`config.mk`:
```
export PLATFORM = sky130hd
export DESIGN_NAME = ibsf_top
export DESIGN_NICKNAME = d
export VERILOG_FILES = /design/src/verilog/ibsf_pkg.sv /design/src/verilog/ibsf_cond_detect.sv /design/src/verilog/ibsf_top.sv
export SDC_FILE = /design/constraint.sdc
export NUM_CORES = 1
export LEC_CHECK = 0
export BUFFER_PORTS_ARGS = -buffer_cell sky130_fd_sc_hd__buf_2
export CORE_ASPECT_RATIO = 1.5
export CORE_MARGIN = 2
export CORE_UTILIZATION = 50
export CTS_BUF_LIST = sky130_fd_sc_hd__clkbuf_4 sky130_fd_sc_hd__clkbuf_8
export CTS_CLUSTER_SIZE = 14
export DETAILED_ROUTE_END_ITERATION = 8
export GPL_ROUTABILITY_DRIVEN = 1
export GPL_TIMING_DRIVEN = 1
export PLACE_DENSITY = 0.8
export SLEW_MARGIN = 20
export SYNTH_ARGS = -nofsm -noshare
export SYNTH_HDL_FRONTEND = slang
export SYNTH_HIERARCHICAL = 1
export SYNTH_SLANG_ARGS = --single-unit
export TNS_END_PERCENT = 20
```
`constraint.sdc`:
```
create_clock -name ref_clk -period 2.1 [get_ports ref_clk]
set_input_delay 0.315 -clock ref_clk [delete_from_list [all_inputs] [get_ports ref_clk]]
set_output_delay 0.315 -clock ref_clk [all_outputs]
set_load 0.01 [all_outputs]
```
`src/verilog/ibsf_pkg.sv`:
```
// Package of constants and types for the bus status and start flag block.
package ibsf_pkg;

   // ****************************************************************
   // Register map, word indices on the register bus.
   // ****************************************************************
   localparam int unsigned IBSF_ADDR_W = 6;
   localparam logic [5:0] IBSF_IDX_CTRL = 6'h00;
   localparam logic [5:0] IBSF_IDX_FLAG = 6'h0A;
   localparam logic [5:0] IBSF_IDX_BITOP = 6'h0B;
   localparam logic [5:0] IBSF_IDX_IRQ_STAT = 6'h10;
   localparam logic [5:0] IBSF_IDX_IRQ_EN = 6'h11;
   localparam logic [5:0] IBSF_IDX_IRQ_CLR = 6'h12;

   // ****************************************************************
   // Field positions.
   // ****************************************************************
   localparam int unsigned IBSF_FLAG_DROP = 7;
   localparam int unsigned IBSF_FLAG_BUSY = 6;
   localparam int unsigned IBSF_FLAG_SPARE_HI = 5;
   localparam int unsigned IBSF_FLAG_SPARE_LO = 2;
   localparam int unsigned IBSF_FLAG_INIT = 1;
   localparam int unsigned IBSF_FLAG_RSV = 0;
   localparam int unsigned IBSF_CTRL_OPEN = 7;
   localparam int unsigned IBSF_CTRL_START = 1;
   localparam int unsigned IBSF_BITOP_VAL = 3;

   // ****************************************************************
   // Interrupt events and reset values.
   // ****************************************************************
   localparam int unsigned IBSF_EV_N = 4;
   localparam int unsigned IBSF_EV_START = 0;
   localparam int unsigned IBSF_EV_STOP = 1;
   localparam int unsigned IBSF_EV_DROP = 2;
   localparam int unsigned IBSF_EV_ISSUE = 3;
   localparam logic [7:0] IBSF_FLAG_RST = 8'h00;
   localparam logic [7:0] IBSF_CTRL_RST = 8'h00;
   localparam logic [3:0] IBSF_EV_RST = 4'h0;

   // Bus pin levels, raw at the pins or after synchronisation.
   typedef struct packed {
      logic scl;
      logic sda;
   } ibsf_line_s;

   // Detected bus conditions, one-cycle pulses.
   typedef struct packed {
      logic start;
      logic stop;
   } ibsf_cond_s;

   // Start request handler states.
   typedef enum logic [1:0] {
      IBSF_REQ_IDLE = 2'b01,
      IBSF_REQ_PEND = 2'b10
   } ibsf_req_e;

endpackage : ibsf_pkg

```
`src/verilog/ibsf_cond_detect.sv`:
```
// Pin synchroniser and start/stop condition detector for the two-wire bus.
`timescale 1ns/100ps
module ibsf_cond_detect
   import ibsf_pkg::*;
(
   // Clock and reset.
   input wire logic ref_clk,
   input wire logic sys_rst,
   // Raw bus pins.
   input wire ibsf_line_s line_pin,
   // Detected conditions.
   output ibsf_cond_s cond
);

   // ****************************************************************
   // Three-stage synchroniser.
   // ****************************************************************
   ibsf_line_s s1_q;
   ibsf_line_s s2_q;
   ibsf_line_s s3_q;
   ibsf_line_s lvl_q;
   ibsf_line_s lvl_d;

   // Stage one is read only by stage two.
   always_ff @(posedge ref_clk) begin
      if (sys_rst) begin
         s1_q <= '1;
         s2_q <= '1;
         s3_q <= '1;
      end else begin
         s1_q <= line_pin;
         s2_q <= s1_q;
         s3_q <= s2_q;
      end
   end

   // A level is accepted only when stages two and three agree, which
   // rejects a sample taken while the pin was still settling.
   always_comb begin
      lvl_d = lvl_q;
      if (s2_q.scl == s3_q.scl) begin
         lvl_d.scl = s3_q.scl;
      end
      if (s2_q.sda == s3_q.sda) begin
         lvl_d.sda = s3_q.sda;
      end
   end

   // Accepted levels; an idle bus rests high.
   always_ff @(posedge ref_clk) begin
      if (sys_rst) begin
         lvl_q <= '1;
      end else begin
         lvl_q <= lvl_d;
      end
   end

   // ****************************************************************
   // Condition detection.
   // ****************************************************************
   // Data moving while the clock line stays high marks start or stop.
   always_ff @(posedge ref_clk) begin
      if (sys_rst) begin
         cond <= '0;
      end else begin
         cond.start <= lvl_q.scl & lvl_d.scl & lvl_q.sda & ~lvl_d.sda;
         cond.stop <= lvl_q.scl & lvl_d.scl & ~lvl_q.sda & lvl_d.sda;
      end
   end

endmodule : ibsf_cond_detect

```
`src/verilog/ibsf_top.sv`:
```
// Bus status and start flag register block with its register bus slave.
//
// Contract
// - Flag register resets to 00 hex on every reset.
// - Flag register is accessible as a whole byte or one bit.
// - Bits 7 and 6 are read-only; writes there do nothing.
// - Reservation and initial-start bits take software writes only while operation is off.
// - Dropped-start flag clears on a start request write or reset.
// - Reservation off: an unissuable start is dropped and the flag is set.
// - Busy flag sets on start, clears on stop or reset.
// - Enabling operation with initial-start bit 0 sets the busy flag.
// - Initial-start bit 0: no start is generated until a stop is seen.
// - Initial-start bit 1: a start may be generated without a stop.
// - Initial-start bit is set by software, cleared by start or reset.
// - Reservation-disable bit 0 enables reservation, 1 disables it.
// - Reservation-disable bit changes only by software or reset.
// - Initial-start bit 1 shows the bus released right after enable.
`timescale 1ns/100ps
module ibsf_top
   import ibsf_pkg::*;
#(
   parameter int unsigned ADDR_W = IBSF_ADDR_W
)
(
   // Clock and reset.
   input wire logic ref_clk,
   input wire logic sys_rst,
   // Avalon-MM register slave.
   input wire logic [ADDR_W-1:0] avs_address,
   input wire logic avs_read,
   input wire logic avs_write,
   input wire logic [31:0] avs_writedata,
   input wire logic [3:0] avs_byteenable,
   output logic [31:0] avs_readdata,
   output logic avs_waitrequest,
   // Two-wire bus pins, input side only.
   input wire logic scl_in,
   input wire logic sda_in,
   // Towards the start condition generator.
   output logic start_issue,
   output logic operation_enable,
   // Interrupt.
   output logic irq
);

   // ****************************************************************
   // Helpers.
   // ****************************************************************
   // Address match, used by both the read and write decoders.
   function automatic logic hit(input logic [ADDR_W-1:0] a, input logic [5:0] idx);
      hit = (a == ADDR_W'(idx));
   endfunction : hit

   // ****************************************************************
   // Declarations.
   // ****************************************************************
   ibsf_cond_s cond;
   ibsf_line_s line_pin;
   ibsf_req_e req_state_q;
   ibsf_req_e req_state_d;
   logic [7:0] flag_wr;
   logic [7:0] flag_rd;
   logic [7:0] ctrl_rd;
   logic [IBSF_EV_N-1:0] ev;
   logic [IBSF_EV_N-1:0] ev_stat_q;
   logic [IBSF_EV_N-1:0] ev_en_q;
   logic [2:0] bitop_sel_q;
   logic wr_go;
   logic wr_flag_byte;
   logic wr_flag_bit;
   logic wr_ctrl;
   logic wr_start;
   logic enable_rise;
   logic can_issue;
   logic drop_now;
   logic issue_now;
   logic drop_flag_q;
   logic busy_flag_q;
   logic wait_stop_q;
   logic init_start_q;
   logic rsv_dis_q;
   logic [3:0] spare_q;
   logic start_req_q;
   logic open_q;

   // ****************************************************************
   // Condition detection.
   // ****************************************************************
   assign line_pin.scl = scl_in;
   assign line_pin.sda = sda_in;

   ibsf_cond_detect u_cond (
      .ref_clk(ref_clk),
      .sys_rst(sys_rst),
      .line_pin(line_pin),
      .cond(cond)
   );

   // ****************************************************************
   // Register bus slave.
   // ****************************************************************
   // Every access waits exactly one cycle, so wait request is a flop.
   always_ff @(posedge ref_clk) begin
      if (sys_rst) begin
         avs_waitrequest <= 1'b1;
      end else if ((avs_read | avs_write) & avs_waitrequest) begin
         avs_waitrequest <= 1'b0;
      end else begin
         avs_waitrequest <= 1'b1;
      end
   end

   // A write takes effect at the edge where wait request is seen low.
   assign wr_go = avs_write & ~avs_waitrequest & avs_byteenable[0];
   assign wr_flag_byte = wr_go & hit(avs_address, IBSF_IDX_FLAG);
   assign wr_flag_bit = wr_go & hit(avs_address, IBSF_IDX_BITOP);
   assign wr_ctrl = wr_go & hit(avs_address, IBSF_IDX_CTRL);
   assign wr_start = wr_ctrl & avs_writedata[IBSF_CTRL_START];

   // One-bit writes alter only the selected bit of the flag register.
   always_comb begin
      flag_wr = flag_rd;
      if (wr_flag_byte) begin
         flag_wr = avs_writedata[7:0];
      end else if (wr_flag_bit) begin
         flag_wr[avs_writedata[2:0]] = avs_writedata[IBSF_BITOP_VAL];
      end
   end

   // Register images as software reads them.
   assign flag_rd = {drop_flag_q, busy_flag_q, spare_q, init_start_q, rsv_dis_q};
   assign ctrl_rd = 8'({open_q, 5'h00, start_req_q, 1'b0});

   // Bit selector of the one-bit port; a read returns that bit in bit 3 with the selector below it.
   always_ff @(posedge ref_clk) begin
      if (sys_rst) begin
         bitop_sel_q <= 3'h0;
      end else if (wr_flag_bit) begin
         bitop_sel_q <= avs_writedata[2:0];
      end
   end

   // Read data is loaded together with the answer; unmapped reads give 0.
   always_ff @(posedge ref_clk) begin
      if (sys_rst) begin
         avs_readdata <= 32'h00000000;
      end else if (avs_read & avs_waitrequest) begin
         if (hit(avs_address, IBSF_IDX_FLAG)) begin
            avs_readdata <= {24'h000000, flag_rd};
         end else if (hit(avs_address, IBSF_IDX_BITOP)) begin
            avs_readdata <= {28'h0000000, flag_rd[bitop_sel_q], bitop_sel_q};
         end else if (hit(avs_address, IBSF_IDX_CTRL)) begin
            avs_readdata <= {24'h000000, ctrl_rd};
         end else if (hit(avs_address, IBSF_IDX_IRQ_STAT)) begin
            avs_readdata <= {28'h0000000, ev_stat_q};
         end else if (hit(avs_address, IBSF_IDX_IRQ_EN)) begin
            avs_readdata <= {28'h0000000, ev_en_q};
         end else begin
            avs_readdata <= 32'h00000000;
         end
      end
   end

   // ****************************************************************
   // Control register.
   // ****************************************************************
   // Operation enable is plain software state.
   always_ff @(posedge ref_clk) begin
      if (sys_rst) begin
         open_q <= IBSF_CTRL_RST[IBSF_CTRL_OPEN];
      end else if (wr_ctrl) begin
         open_q <= avs_writedata[IBSF_CTRL_OPEN];
      end
   end

   assign enable_rise = wr_ctrl & avs_writedata[IBSF_CTRL_OPEN] & ~open_q;

   // ****************************************************************
   // Start request handling.
   // ****************************************************************
   // A start may go out only on a free bus and not while the first stop
   // after enabling is still awaited.
   assign can_issue = ~busy_flag_q & ~wait_stop_q;
   assign issue_now = (req_state_q == IBSF_REQ_PEND) & open_q & can_issue;
   assign drop_now = (req_state_q == IBSF_REQ_PEND) & open_q & ~can_issue
      & rsv_dis_q;

   // With reservation enabled the request waits for the bus to free up.
   always_comb begin
      req_state_d = req_state_q;
      unique case (req_state_q)
         IBSF_REQ_IDLE: begin
            if (wr_start & open_q) begin
               req_state_d = IBSF_REQ_PEND;
            end
         end
         IBSF_REQ_PEND: begin
            if (~open_q | issue_now | drop_now) begin
               req_state_d = IBSF_REQ_IDLE;
            end
         end
      endcase
   end

   always_ff @(posedge ref_clk) begin
      if (sys_rst) begin
         req_state_q <= IBSF_REQ_IDLE;
      end else begin
         req_state_q <= req_state_d;
      end
   end

   // Request bit as software sees it follows the handler state.
   always_ff @(posedge ref_clk) begin
      if (sys_rst) begin
         start_req_q <= IBSF_CTRL_RST[IBSF_CTRL_START];
      end else begin
         start_req_q <= (req_state_d == IBSF_REQ_PEND);
      end
   end

   // Issue pulse to the condition generator.
   always_ff @(posedge ref_clk) begin
      if (sys_rst) begin
         start_issue <= 1'b0;
      end else begin
         start_issue <= issue_now;
      end
   end

   // ****************************************************************
   // Flag register.
   // ****************************************************************
   // Dropped-start flag; a drop outranks a clear in the same cycle.
   always_ff @(posedge ref_clk) begin
      if (sys_rst) begin
         drop_flag_q <= IBSF_FLAG_RST[IBSF_FLAG_DROP];
      end else if (drop_now) begin
         drop_flag_q <= 1'b1;
      end else if (wr_start) begin
         drop_flag_q <= 1'b0;
      end
   end

   // Busy flag. Flag register writes never reach it.
   always_ff @(posedge ref_clk) begin
      if (sys_rst) begin
         busy_flag_q <= IBSF_FLAG_RST[IBSF_FLAG_BUSY];
      end else if (enable_rise) begin
         busy_flag_q <= ~init_start_q;
      end else if (open_q & cond.start) begin
         busy_flag_q <= 1'b1;
      end else if (open_q & cond.stop) begin
         busy_flag_q <= 1'b0;
      end
   end

   // The first stop after enabling unlocks start generation.
   always_ff @(posedge ref_clk) begin
      if (sys_rst) begin
         wait_stop_q <= 1'b0;
      end else if (enable_rise) begin
         wait_stop_q <= ~init_start_q;
      end else if (~open_q | cond.stop) begin
         wait_stop_q <= 1'b0;
      end
   end

   // Initial-start bit: software sets it while stopped, a start clears it.
   always_ff @(posedge ref_clk) begin
      if (sys_rst) begin
         init_start_q <= IBSF_FLAG_RST[IBSF_FLAG_INIT];
      end else if (open_q & cond.start) begin
         init_start_q <= 1'b0;
      end else if ((wr_flag_byte | wr_flag_bit) & ~open_q) begin
         init_start_q <= flag_wr[IBSF_FLAG_INIT];
      end
   end

   // Reservation-disable bit: no bus event touches it.
   always_ff @(posedge ref_clk) begin
      if (sys_rst) begin
         rsv_dis_q <= IBSF_FLAG_RST[IBSF_FLAG_RSV];
      end else if ((wr_flag_byte | wr_flag_bit) & ~open_q) begin
         rsv_dis_q <= flag_wr[IBSF_FLAG_RSV];
      end
   end

   // Spare bits are kept only so software reads back what it wrote.
   always_ff @(posedge ref_clk) begin
      if (sys_rst) begin
         spare_q <= IBSF_FLAG_RST[IBSF_FLAG_SPARE_HI:IBSF_FLAG_SPARE_LO];
      end else if (wr_flag_byte | wr_flag_bit) begin
         spare_q <= flag_wr[IBSF_FLAG_SPARE_HI:IBSF_FLAG_SPARE_LO];
      end
   end

   // ****************************************************************
   // Interrupts.
   // ****************************************************************
   assign ev[IBSF_EV_START] = open_q & cond.start;
   assign ev[IBSF_EV_STOP] = open_q & cond.stop;
   assign ev[IBSF_EV_DROP] = drop_now;
   assign ev[IBSF_EV_ISSUE] = issue_now;

   // Sticky status bits; a new event beats a clear in the same cycle.
   for (genvar i = 0; i < IBSF_EV_N; i++) begin : g_ev
      always_ff @(posedge ref_clk) begin
         if (sys_rst) begin
            ev_stat_q[i] <= IBSF_EV_RST[i];
         end else if (ev[i]) begin
            ev_stat_q[i] <= 1'b1;
         end else if (wr_go & hit(avs_address, IBSF_IDX_IRQ_CLR) & avs_writedata[i]) begin
            ev_stat_q[i] <= 1'b0;
         end
      end
   end

   // Enable mask.
   always_ff @(posedge ref_clk) begin
      if (sys_rst) begin
         ev_en_q <= IBSF_EV_RST;
      end else if (wr_go & hit(avs_address, IBSF_IDX_IRQ_EN)) begin
         ev_en_q <= avs_writedata[IBSF_EV_N-1:0];
      end
   end

   // Level interrupt, one cycle behind the status bits it reflects.
   always_ff @(posedge ref_clk) begin
      if (sys_rst) begin
         irq <= 1'b0;
      end else begin
         irq <= |(ev_stat_q & ev_en_q);
      end
   end

   // Registered copy of the enable for the rest of the controller.
   always_ff @(posedge ref_clk) begin
      if (sys_rst) begin
         operation_enable <= 1'b0;
      end else begin
         operation_enable <= open_q;
      end
   end

endmodule : ibsf_top
```
==> results.ini, run 1 <==
[timing]
fin_crit_sh = 0.782
final_hold_viol_count = 0
rsz0062_at_grt = no
relSlewSlack = 0.602
fin_worst_skew_ns = 0.0144
setup_viol_count_final = 0
fin_crit_ns = 1.64
tns_ns = 0
hold_slack_ns = 0.186
slew_viol_final = 0
setup_ws_ns = 0.458
worst_pin_slew_ns = 0.595
fmax_ghz = 0.609

[placement]
hpwl_mm = 4.13
post-place-ws_ns = 0.262
place_area_mm2 = 0.00247
portBuffers = 31
place_inst = 343
gp_congestion = 0.984

[grt]
grt_util_all_layers = 0.232
antenna_found_initial = 0
grt_max_degree = 28
grt_first_pass_wirelength_mm = 8.98
grt_pass1_vias = 1856
grt_overflow = 0

[cells_and_area]
filler_cell_count = 416
area_growth_syn_to_layout_pct = 9.74
finalNonFillerCells = 351
finalNetCount = 350
diodes = 0
fin_area_mm2 = 0.00256
drive_gt1_frac = 0.201

[cts]
cts_sinks = 46
cts_resized = 0
cts_buffers = 5
htreeDepth = 2
cts_root_buf = clkbuf_8
cts_tree = done
hold_buffers = 0
clk_path_buf_depth = 2
worstSkewPairLatency_ns = 0.31
cts_setup_buffers = 0
cts.clk_slew.worst_paths_ns = 0.10

[critical_path]
cp_max_fo = 7
cp_data_required_time_ns = 2.30
worst_setup_path_start_kind = register
path_class = register to register
worstPathArrival_ns = 1.84
r2r_cells = 5
cp-end-kind = register

[synthesis]
synth-async-reset-ratio = 0
synth_seq_cells = 46
syn_inst = 269
synth_ff_type = dfxtp_1
ys_warn_count = 6
synthTopCellsByArea = dfxtp_1 39%, buf_4 7.7%, mux2i_1 5.1%
synth_top_cell_by_area = dfxtp_1
avgSynthCellArea_um2 = 8.69
synth-edff-count = 0
synth_cell_types = 55
yosys.area.top_type_share = 0.394
ys_seq_area_frac = 0.394
syn_area_mm2 = 0.00234

[run]
cap_viol_max_count = 0

[power_and_ir_drop]
leakage_nw = 1.02
ir_worst_vdd_v = 0.000390
power_density_mw_per_mm2 = 616

[detailed_routing]
via_count = 2094
antenna_left = 0
drc = 0
post_drt_wl_per_cell_um = 16.0
avgViaCountPerCell = 5.97
dr.pass1.iters = 5
wl_mm = 5.63
detail_route.iter0.violations = 156

[floorplanning]
die_y_um = 87.7
initial_core_util = 0.519
io_pins = 84
core.rowCount = 30
dieArea_mm2 = 0.00525
die_w_um = 59.8
core_mm2 = 0.00450

[hold_path]
min_delay_path_depth = 2
hold_path.class = input port to register

[status]
status = complete, no violations

-- report_power, final --
group	switching (mW)	internal, mW
Sequential	0.00639	0.880
Clock	0.319	0.234
Combinational	0.0982	0.0424
Total	0.423	1.16
-- area by class of cell --
cell class	instances	area [um2]	share of cell area
tap	48	60.1	0.0234
clock inverter	3	21.3	0.00829
timing repair buffer	40	223	0.0868
inverter	5	18.8	0.00732
clock buffer	5	68.8	0.0268
sequential	46	921	0.359
multi-input combinational	204	1250	0.488
-- cell usage after synthesis (3+ instances only) --
| cell type | number |
|---|---|
| a211oi_1 | 5 |
| a21oi_1 | 21 |
| a31oi_1 | 4 |
| and3_1 | 3 |
| buf_4 | 24 |
| clkbuf_1 | 11 |
| dfxtp_1 | 46 |
| inv_1 | 5 |
| mux2i_1 | 12 |
| nand2_1 | 17 |
| nand2b_1 | 5 |
| nand3_1 | 12 |
| nand3b_1 | 4 |
| nand4_1 | 3 |
| nor2_1 | 24 |
| nor2b_1 | 4 |
| nor3_1 | 7 |
| nor4_1 | 4 |
| o21ai_0 | 4 |
| o41ai_1 | 3 |
| or2_1 | 3 |
| or2_2 | 3 |
| or3_1 | 4 |
-- sequential cells by signal (all words and copies together) (netlist names), 3 cells and up --
signal        count
ev_stat_q         4
ev_en_q           4
bitop_sel_q       3
spare_q           4
avs_readdata      8
-- cells in the final DEF (no fill, tap or decap), types with 5 or more instances in the layout --
cell type  Yosys  final
conb_1         1     24
nand2b_1       5      5
buf_4         24      9
mux2i_1       12     12
nand2_1       17     17
nor2_1        24     24
inv_1          5      5
dfxtp_1       46     46
buf_2          2     31
nor3_1         7      7
a211oi_1       5      5
a21oi_1       21     21
clkbuf_8       0      5
nand3_1       12     12
-- worst paths after layout --
kind,from,end,slack (ns)
max,avs_waitrequest,ev_stat_q[1],0.46
min,sda_in,u_cond/s1_q[0],0.19
max reg2reg,avs_waitrequest,ev_stat_q[1],0.46
min reg2reg,u_cond/s1_q[0],u_cond/s2_q[0],0.42
-- metrics by stage --
step | power, mW | util
final | 1.58 | 0.569
after global placement | 1.04 | 0.549
after global routing | 1.64 | 0.569
after floorplan | 1.02 | -
after CTS | 1.59 | 0.569
after detailed placement | 1.04 | 0.549
-- routing by layer --
| layer | routed length, um | GRT usage | up-vias |
|---|---|---|---|
| li1 | - | - | 994 |
| met1 | 2280 | 0.272 | 974 |
| met2 | 2720 | 0.374 | 98 |
| met3 | 333 | 0.0620 | 28 |
| met4 | 301 | 0.131 | 0 |
| met5 | 0 | 0 | - |
-- critical path, cell delays in order, from the launching register on --
cell and delay (ns):
dfxtp_1 0.38, nand3b_1 0.30, nor3_1 0.35, buf_4 0.20, nand2_1 0.05, a32o_1 0.25
-- kinds of logic after synthesis --
| group | Yosys count | synth area share |
|---|---|---|
| AOI/OAI and AO/OA | 58 | 0.168 |
| DFF | 46 | 0.394 |
| muxes | 15 | 0.0755 |
| other | 1 | 0.00160 |
| buffers and inverters | 42 | 0.107 |
| and+or+nand+nor | 107 | 0.254 |
Note: power is estimated with default switching activity, not from simulation.
==> run 2: changes to the inputs <==
--- a/config.mk
+++ b/config.mk
@@ -8,13 +8,13 @@
 export BUFFER_PORTS_ARGS = -buffer_cell sky130_fd_sc_hd__buf_2
 export CORE_ASPECT_RATIO = 1.5
 export CORE_MARGIN = 2
-export CORE_UTILIZATION = 50
+export CORE_UTILIZATION = 46
 export CTS_BUF_LIST = sky130_fd_sc_hd__clkbuf_4 sky130_fd_sc_hd__clkbuf_8
 export CTS_CLUSTER_SIZE = 14
 export DETAILED_ROUTE_END_ITERATION = 8
 export GPL_ROUTABILITY_DRIVEN = 1
 export GPL_TIMING_DRIVEN = 1
-export PLACE_DENSITY = 0.8
+export PLACE_DENSITY = 0.78
 export SLEW_MARGIN = 20
 export SYNTH_ARGS = -nofsm -noshare
 export SYNTH_HDL_FRONTEND = slang
==> constraint.sdc (replaced) <==
create_clock -name ref_clk -period 1.4 [get_ports ref_clk]
set_input_delay 0.21 -clock ref_clk [delete_from_list [all_inputs] [get_ports ref_clk]]
set_output_delay 0.21 -clock ref_clk [all_outputs]
set_load 0.01 [all_outputs]
==> run 2 against run 1 <==
Effect of this change: largest power group unchanged; combinational power is 100% higher; clock skew is 0.00088 ns lower; power is 66% higher; wire length is 11% higher; critical path depth stayed put; global-route usage is 0.95 points lower; critical path type unchanged; sequential power is 50% higher; final cell count is 15% higher; the flow now finishes with violations (negative setup slack); clock power is 83% higher; flip-flop and latch count stayed put.
==> results.ini, run 2 (synthesis results as in run 1) <==
[cells_and_area]
area_growth_syn_to_layout_pct = 28.1
final_common_cell = dfxtp_1
final_core_util = 0.618  ; +0.0481
finalNetCount = 386  ; +10%
mostFrequentLayoutCells = 44 x dfxtp_1, 41 x buf_4, 31 x buf_2
diodes = 0  ; unchanged
largest_register_ffs = 8  ; unchanged
drive_gt1_frac = 0.330  ; +0.129
filler_cell_count = 404  ; -2.9%
top_register = avs_readdata

[grt]
grt_util_all_layers = 0.222  ; -0.00953
antenna_found_initial = 0  ; unchanged
grt_util_met3 = 0.0409  ; -0.0211
busiest_layer = met2
grt_first_pass_wirelength_mm = 9.83  ; +9.4%
grt_max_degree = 20  ; -29%
grt_pass1_vias = 2081  ; +12%
use_met2 = 0.366  ; -0.00758
grt_overflow = 0  ; unchanged
grt_use_met1 = 0.254  ; -0.0187

[critical_path]
timing.rr.start = avs_waitrequest
cp-end-kind = register
worst_setup_path_start_kind = register
rrSetupSlack_ns = -0.09  ; -0.54 ns
path_class = register to register
worstPathArrival_ns = 1.72  ; -0.12 ns
r2r_end = req_state_q[1]
r2r_cells = 5  ; unchanged
cp_data_required_time_ns = 1.63  ; -0.67 ns
cp_max_fo = 5  ; -2

[power_and_ir_drop]
power_density_mw_per_mm2 = 877  ; +42%
leakage_nw = 1.24  ; +21%
ir_worst_vdd_v = 0.000947  ; +140%

[detailed_routing]
wl_mm = 6.24  ; +11%
detail_route.iter0.violations = 127  ; -19%
post_drt_wl_per_cell_um = 15.4  ; -4.0%
via_count = 2265  ; +8.2%
drc = 0  ; unchanged
avgViaCountPerCell = 5.59  ; -6.3%
dr.pass1.iters = 4  ; -1
antenna_left = 0  ; unchanged

[cts]
cts_buffers = 5  ; unchanged
htreeDepth = 2  ; unchanged
clk_path_buf_depth = 2  ; unchanged
cts_tree = done
cts_sinks = 46  ; unchanged
cts.clk_slew.worst_paths_ns = 0.08  ; -0.02 ns
worstSkewPairLatency_ns = 0.31  ; about the same
cts_root_buf = clkbuf_8
hold_buffers = 0  ; unchanged

[placement]
portBuffers = 31  ; unchanged
hpwl_mm = 4.64  ; +12%
gp_congestion = 0.919  ; -6.6%
post-place-ws_ns = -0.276  ; -0.538 ns

[run]
cap_viol_max_count = 0  ; unchanged

[timing]
fin_worst_skew_ns = 0.0135  ; -0.000877 ns
slew_viol_final = 0  ; unchanged
fmax_ghz = 0.673  ; +11%
rsz0062_at_grt = yes
hold_slack_ns = 0.0859  ; -0.100 ns
fin_crit_sh = 1.06  ; +0.279
tns_ns = -0.294  ; -0.294 ns
fin_crit_ns = 1.49  ; -0.157 ns
setup_ws_ns = -0.0857  ; -0.543 ns
setup_viol_count_final = 6  ; +6
final_hold_viol_count = 0  ; unchanged

[hold_path]
whs_endpoint = u_cond/s1_q[0]
hold_path.class = input port to register
worstHoldStart = sda_in
min_delay_path_depth = 2  ; unchanged

[floorplanning]
initial_core_util = 0.482  ; -0.0368
io_pins = 84  ; unchanged
dieArea_mm2 = 0.00568  ; +8.2%
core.rowCount = 31  ; +3.3%
core_mm2 = 0.00485  ; +7.6%
die_y_um = 91.3  ; +4.1%
die_w_um = 62.2  ; +4.0%

[status]
status = complete, but fails checks
violations = negative setup slack

[run 2: worst max-delay path by stage]
stage / start / end / slack [ns] / cells past startpoint
global placement: avs_address[1] / ev_en_q[0] / -0.26 / 5
CTS: avs_waitrequest / req_state_q[1] / -0.10 / 5
detailed placement: avs_address[1] / ev_en_q[1] / -0.28 / 5
finish: avs_waitrequest / req_state_q[1] / -0.09 / 5
global route: avs_waitrequest / req_state_q[1] / -0.19 / 5
floorplan: avs_address[1] / ev_en_q[0] / -0.1 / 5
[run 2: area by class of cell]
| type | instances | area, um2 | area share |
|---|---|---|---|
| clock inverters | 1 | 30.0 | 0.0100 |
| well taps | 66 | 82.6 | 0.0276 |
| repair buffers | 76 | 508 | 0.170 |
| clock buffers | 7 | 83.8 | 0.0280 |
| multi-input cells | 204 | 1350 | 0.449 |
| inverters | 5 | 18.8 | 0.00627 |
| flip-flops and latches | 46 | 926 | 0.309 |
[run 2: stage by stage]
step,instance area [um2],instances,total power [mW]
after global routing,2990,405,2.72
final,2990,405,2.63
after detailed placement,2750,394,1.62
after CTS,2870,402,2.62
after global placement,2750,394,1.61
after floorplan,2430,292,1.54
[run 2: where the power goes]
part	total (mW)	internal [mW]	switching (mW)
clock network	1.01	0.573	0.441
logic	0.287	0.114	0.173
registers	1.33	1.32	0.00752
total	2.63	2.01	0.621
[run 2: routing by layer]
metal  vias up  wire length (um)
met4         0               357
met5         -                 0
met1      1055              2380
met3        29               435
met2       113              3060
li1       1068                 -
[run 2: timing repair]
item / 4_1_cts / 5_1_grt
cloned: 0 / 0
pin swaps: 1 / 10
gates resized for setup: 4 / 23
buffers inserted: 0 / 3
hold endpoints to repair: 0 / 0
setup endpoints to repair: 17 / 18
[run 2: worst max-delay path, cell delays in order, from the launching register on]
cell and delay (ns):
dfxtp_2 0.33, buf_6 0.12, and3b_2 0.28, nand4_1 0.17, or3b_1 0.39, a31oi_1 0.12
==> run 3: changes to the inputs <==
--- a/config.mk
+++ b/config.mk
@@ -6,7 +6,7 @@
 export NUM_CORES = 1
 export LEC_CHECK = 0
 export BUFFER_PORTS_ARGS = -buffer_cell sky130_fd_sc_hd__buf_2
-export CORE_ASPECT_RATIO = 1.5
+export CORE_ASPECT_RATIO = 0.75
 export CORE_MARGIN = 2
 export CORE_UTILIZATION = 46
 export CTS_BUF_LIST = sky130_fd_sc_hd__clkbuf_4 sky130_fd_sc_hd__clkbuf_8
@@ -14,7 +14,7 @@
 export DETAILED_ROUTE_END_ITERATION = 8
 export GPL_ROUTABILITY_DRIVEN = 1
 export GPL_TIMING_DRIVEN = 1
-export PLACE_DENSITY = 0.78
+export PLACE_DENSITY = 0.84
 export SLEW_MARGIN = 20
 export SYNTH_ARGS = -nofsm -noshare
 export SYNTH_HDL_FRONTEND = slang
==> run 3 against run 2 <==
Effect of this change: the flow still finishes with violations (negative setup slack); fmax increased by 5.2%; count of clock-buffer cells in the layout is 2 lower; utilization is 2.2 points lower; flip-flop and latch count did not move; non-clock buffer count decreased by 3; combinational power shrank 2%; die area shrank 0.10%; via count rose by 0.22%; power shrank 0.62%; clock power barely moved; sequential power about the same; largest power group unchanged.
==> results.ini, run 3 (synthesis results as in run 1) <==
[grt]
grt_first_pass_wirelength_mm = 9.85  ; +0.28%
grt_overflow = 0  ; unchanged
grt_max_degree = 20  ; unchanged
antenna_found_initial = 0  ; unchanged
grt_util_all_layers = 0.224  ; +0.00161
grt_pass1_vias = 2034  ; -2.3%

[power_and_ir_drop]
power_density_mw_per_mm2 = 895  ; +2.0%
switchingPower_mw = 0.649  ; +4.4%
comb_power_share = 0.108  ; about the same
cellInternalPower_mw = 1.96  ; -2.2%
leakage_nw = 1.21  ; -2.5%
ir_worst_vdd_v = 0.000496  ; -48%
clockPowerShare = 0.385  ; about the same
switching_share = 0.249  ; +0.0120
fin_total_pwr_mw = 2.61  ; -0.62%
power_frac_seq = 0.508  ; +0.003

[cts]
cts_root_buf = clkbuf_8
worstSkewPairLatency_ns = 0.30  ; about the same
clk_path_buf_depth = 2  ; unchanged
htreeDepth = 2  ; unchanged
cts_tree = done
cts_buffers = 5  ; unchanged
cts_sinks = 46  ; unchanged
cts.clk_slew.worst_paths_ns = 0.09  ; about the same

[critical_path]
timing.rr.start = bitop_sel_q[0]
worst_setup_path_start_kind = register
rrSetupSlack_ns = -0.01  ; +0.07 ns
r2r_cells = 4  ; -1
worstPathArrival_ns = 1.61  ; -0.11 ns
r2r_end = avs_readdata[3]
cp-end-kind = register
path_class = register to register
cp_max_fo = 4  ; -1
cp_data_required_time_ns = 1.60  ; -0.03 ns

[hold_path]
whs_endpoint = u_cond/s1_q[0]
worstHoldStart = sda_in
min_delay_path_depth = 2  ; unchanged
hold_path.class = input port to register

[floorplanning]
core_mm2 = 0.00490  ; +1.1%
die_w_um = 86.3  ; +39%
dieArea_mm2 = 0.00567  ; -0.10%
core.rowCount = 22  ; -29%
io_pins = 84  ; unchanged
initial_core_util = 0.477  ; -0.00505
die_y_um = 65.7  ; -28%

[cells_and_area]
top_register = avs_readdata
diodes = 0  ; unchanged
fin_area_mm2 = 0.00292  ; -2.6%
final_common_cell = dfxtp_1
regArea_um2 = 926  ; unchanged
filler_cell_count = 422  ; +4.5%
area_growth_syn_to_layout_pct = 24.8
drive_gt1_frac = 0.318  ; -0.0119
multi_input_area_mm2 = 0.00131  ; -2.6%
mostFrequentLayoutCells = 44 x dfxtp_1, 41 x buf_4, 31 x buf_2
finalNetCount = 383  ; -0.78%
largest_register_ffs = 8  ; unchanged

[detailed_routing]
via_count = 2270  ; +0.22%
drc = 0  ; unchanged
post_drt_wl_per_cell_um = 15.7  ; +2.3%
antenna_left = 0  ; unchanged
wl_mm = 6.24  ; unchanged
dr.pass1.iters = 4  ; unchanged
detail_route.iter0.violations = 217  ; +71%
avgViaCountPerCell = 5.73  ; +2.5%

[placement]
place_area_mm2 = 0.00272  ; -0.82%
hpwl_mm = 4.52  ; -2.5%
portBuffers = 31  ; unchanged
gp_congestion = 0.978  ; +6.4%
post-place-ws_ns = -0.275  ; +0.00100 ns

[timing]
fin_crit_ns = 1.41  ; -0.0738 ns
fin_crit_sh = 1.01  ; -0.0527
rsz0062_at_grt = yes
slew_viol_final = 0  ; unchanged
fin_worst_skew_ns = 0.00247  ; -0.0111 ns
setup_ws_ns = -0.0119  ; +0.0738 ns
fmax_ghz = 0.708  ; +5.2%
setup_viol_count_final = 1  ; -5
tns_ns = -0.0119  ; +0.282 ns
final_hold_viol_count = 0  ; unchanged

[status]
violations = negative setup slack
status = complete, but fails checks

[run]
cap_viol_max_count = 0  ; unchanged

==> run 3: cell types whose count changed in the layout (fill, tap and decap cells not counted), sizes merged <==
cell and delta:
clkbuf -2, inv +1, clkinv +1, buf -3
==> run 3: layer usage <==
metal / wire (um) / track usage / vias to the layer above
met2: 2740 / 0.347 / 132
met5: 0 / 0 / -
met4: 119 / 0.0781 / 0
met3: 710 / 0.0540 / 18
li1: - / - / 1059
met1: 2660 / 0.305 / 1061
==> run 3: power by group through the flow <==
stage                     clock network, mW  logic [mW]  registers (mW)
after floorplan                           0       0.176            1.36
after global placement                    0       0.252            1.36
after detailed placement                  0       0.259            1.36
after CTS                              1.03       0.268            1.33
after global routing                   1.08       0.304            1.33
final                                  1.00       0.281            1.33
==> run 3: area by class of cell <==
class | instances | area share
Multi-Input combinational cell | 204 | 0.449
Sequential cell | 46 | 0.317
Timing Repair Buffer | 73 | 0.163
Tap cell | 60 | 0.0257
Clock buffer | 5 | 0.0236
Clock inverter | 3 | 0.0150
Inverter | 5 | 0.00644
==> run 3: how the worst max path moves through the flow <==
stage,start,end,depth (start not counted)
after global routing,bitop_sel_q[0],avs_readdata[3],4
after detailed placement,avs_address[1],ev_en_q[2],5
after CTS,bitop_sel_q[0],avs_readdata[3],4
final,bitop_sel_q[0],avs_readdata[3],4
after floorplan,avs_address[1],ev_en_q[0],5
after global placement,avs_address[1],ev_en_q[0],5
==> run 3: timing repair <==
| item | in CTS | in global routing |
|---|---|---|
| setup buffers | 1 | 1 |
| resized for setup | 9 | 8 |
| endpoints found under the setup margin | 13 | 14 |
| hold buffers | 0 | 0 |
| pin swaps | 2 | 4 |
| endpoints found under the hold margin | 0 | 0 |
==> run 3: through the flow <==
step | utilization | hold WS [ns] | instances
after floorplan | - | 0.307 | 292
after global placement | 0.556 | 0.384 | 386
after detailed placement | 0.556 | 0.390 | 386
after CTS | 0.586 | 0.0671 | 395
after global routing | 0.595 | 0.0657 | 396
final | 0.595 | 0.0753 | 396
==> run 3: critical path: stages, from the launching register on <==
cell and delay [ns]:
dfxtp_4 0.38, mux4_2 0.50, mux2i_1 0.13, a21oi_1 0.10
o21a_1 0.19
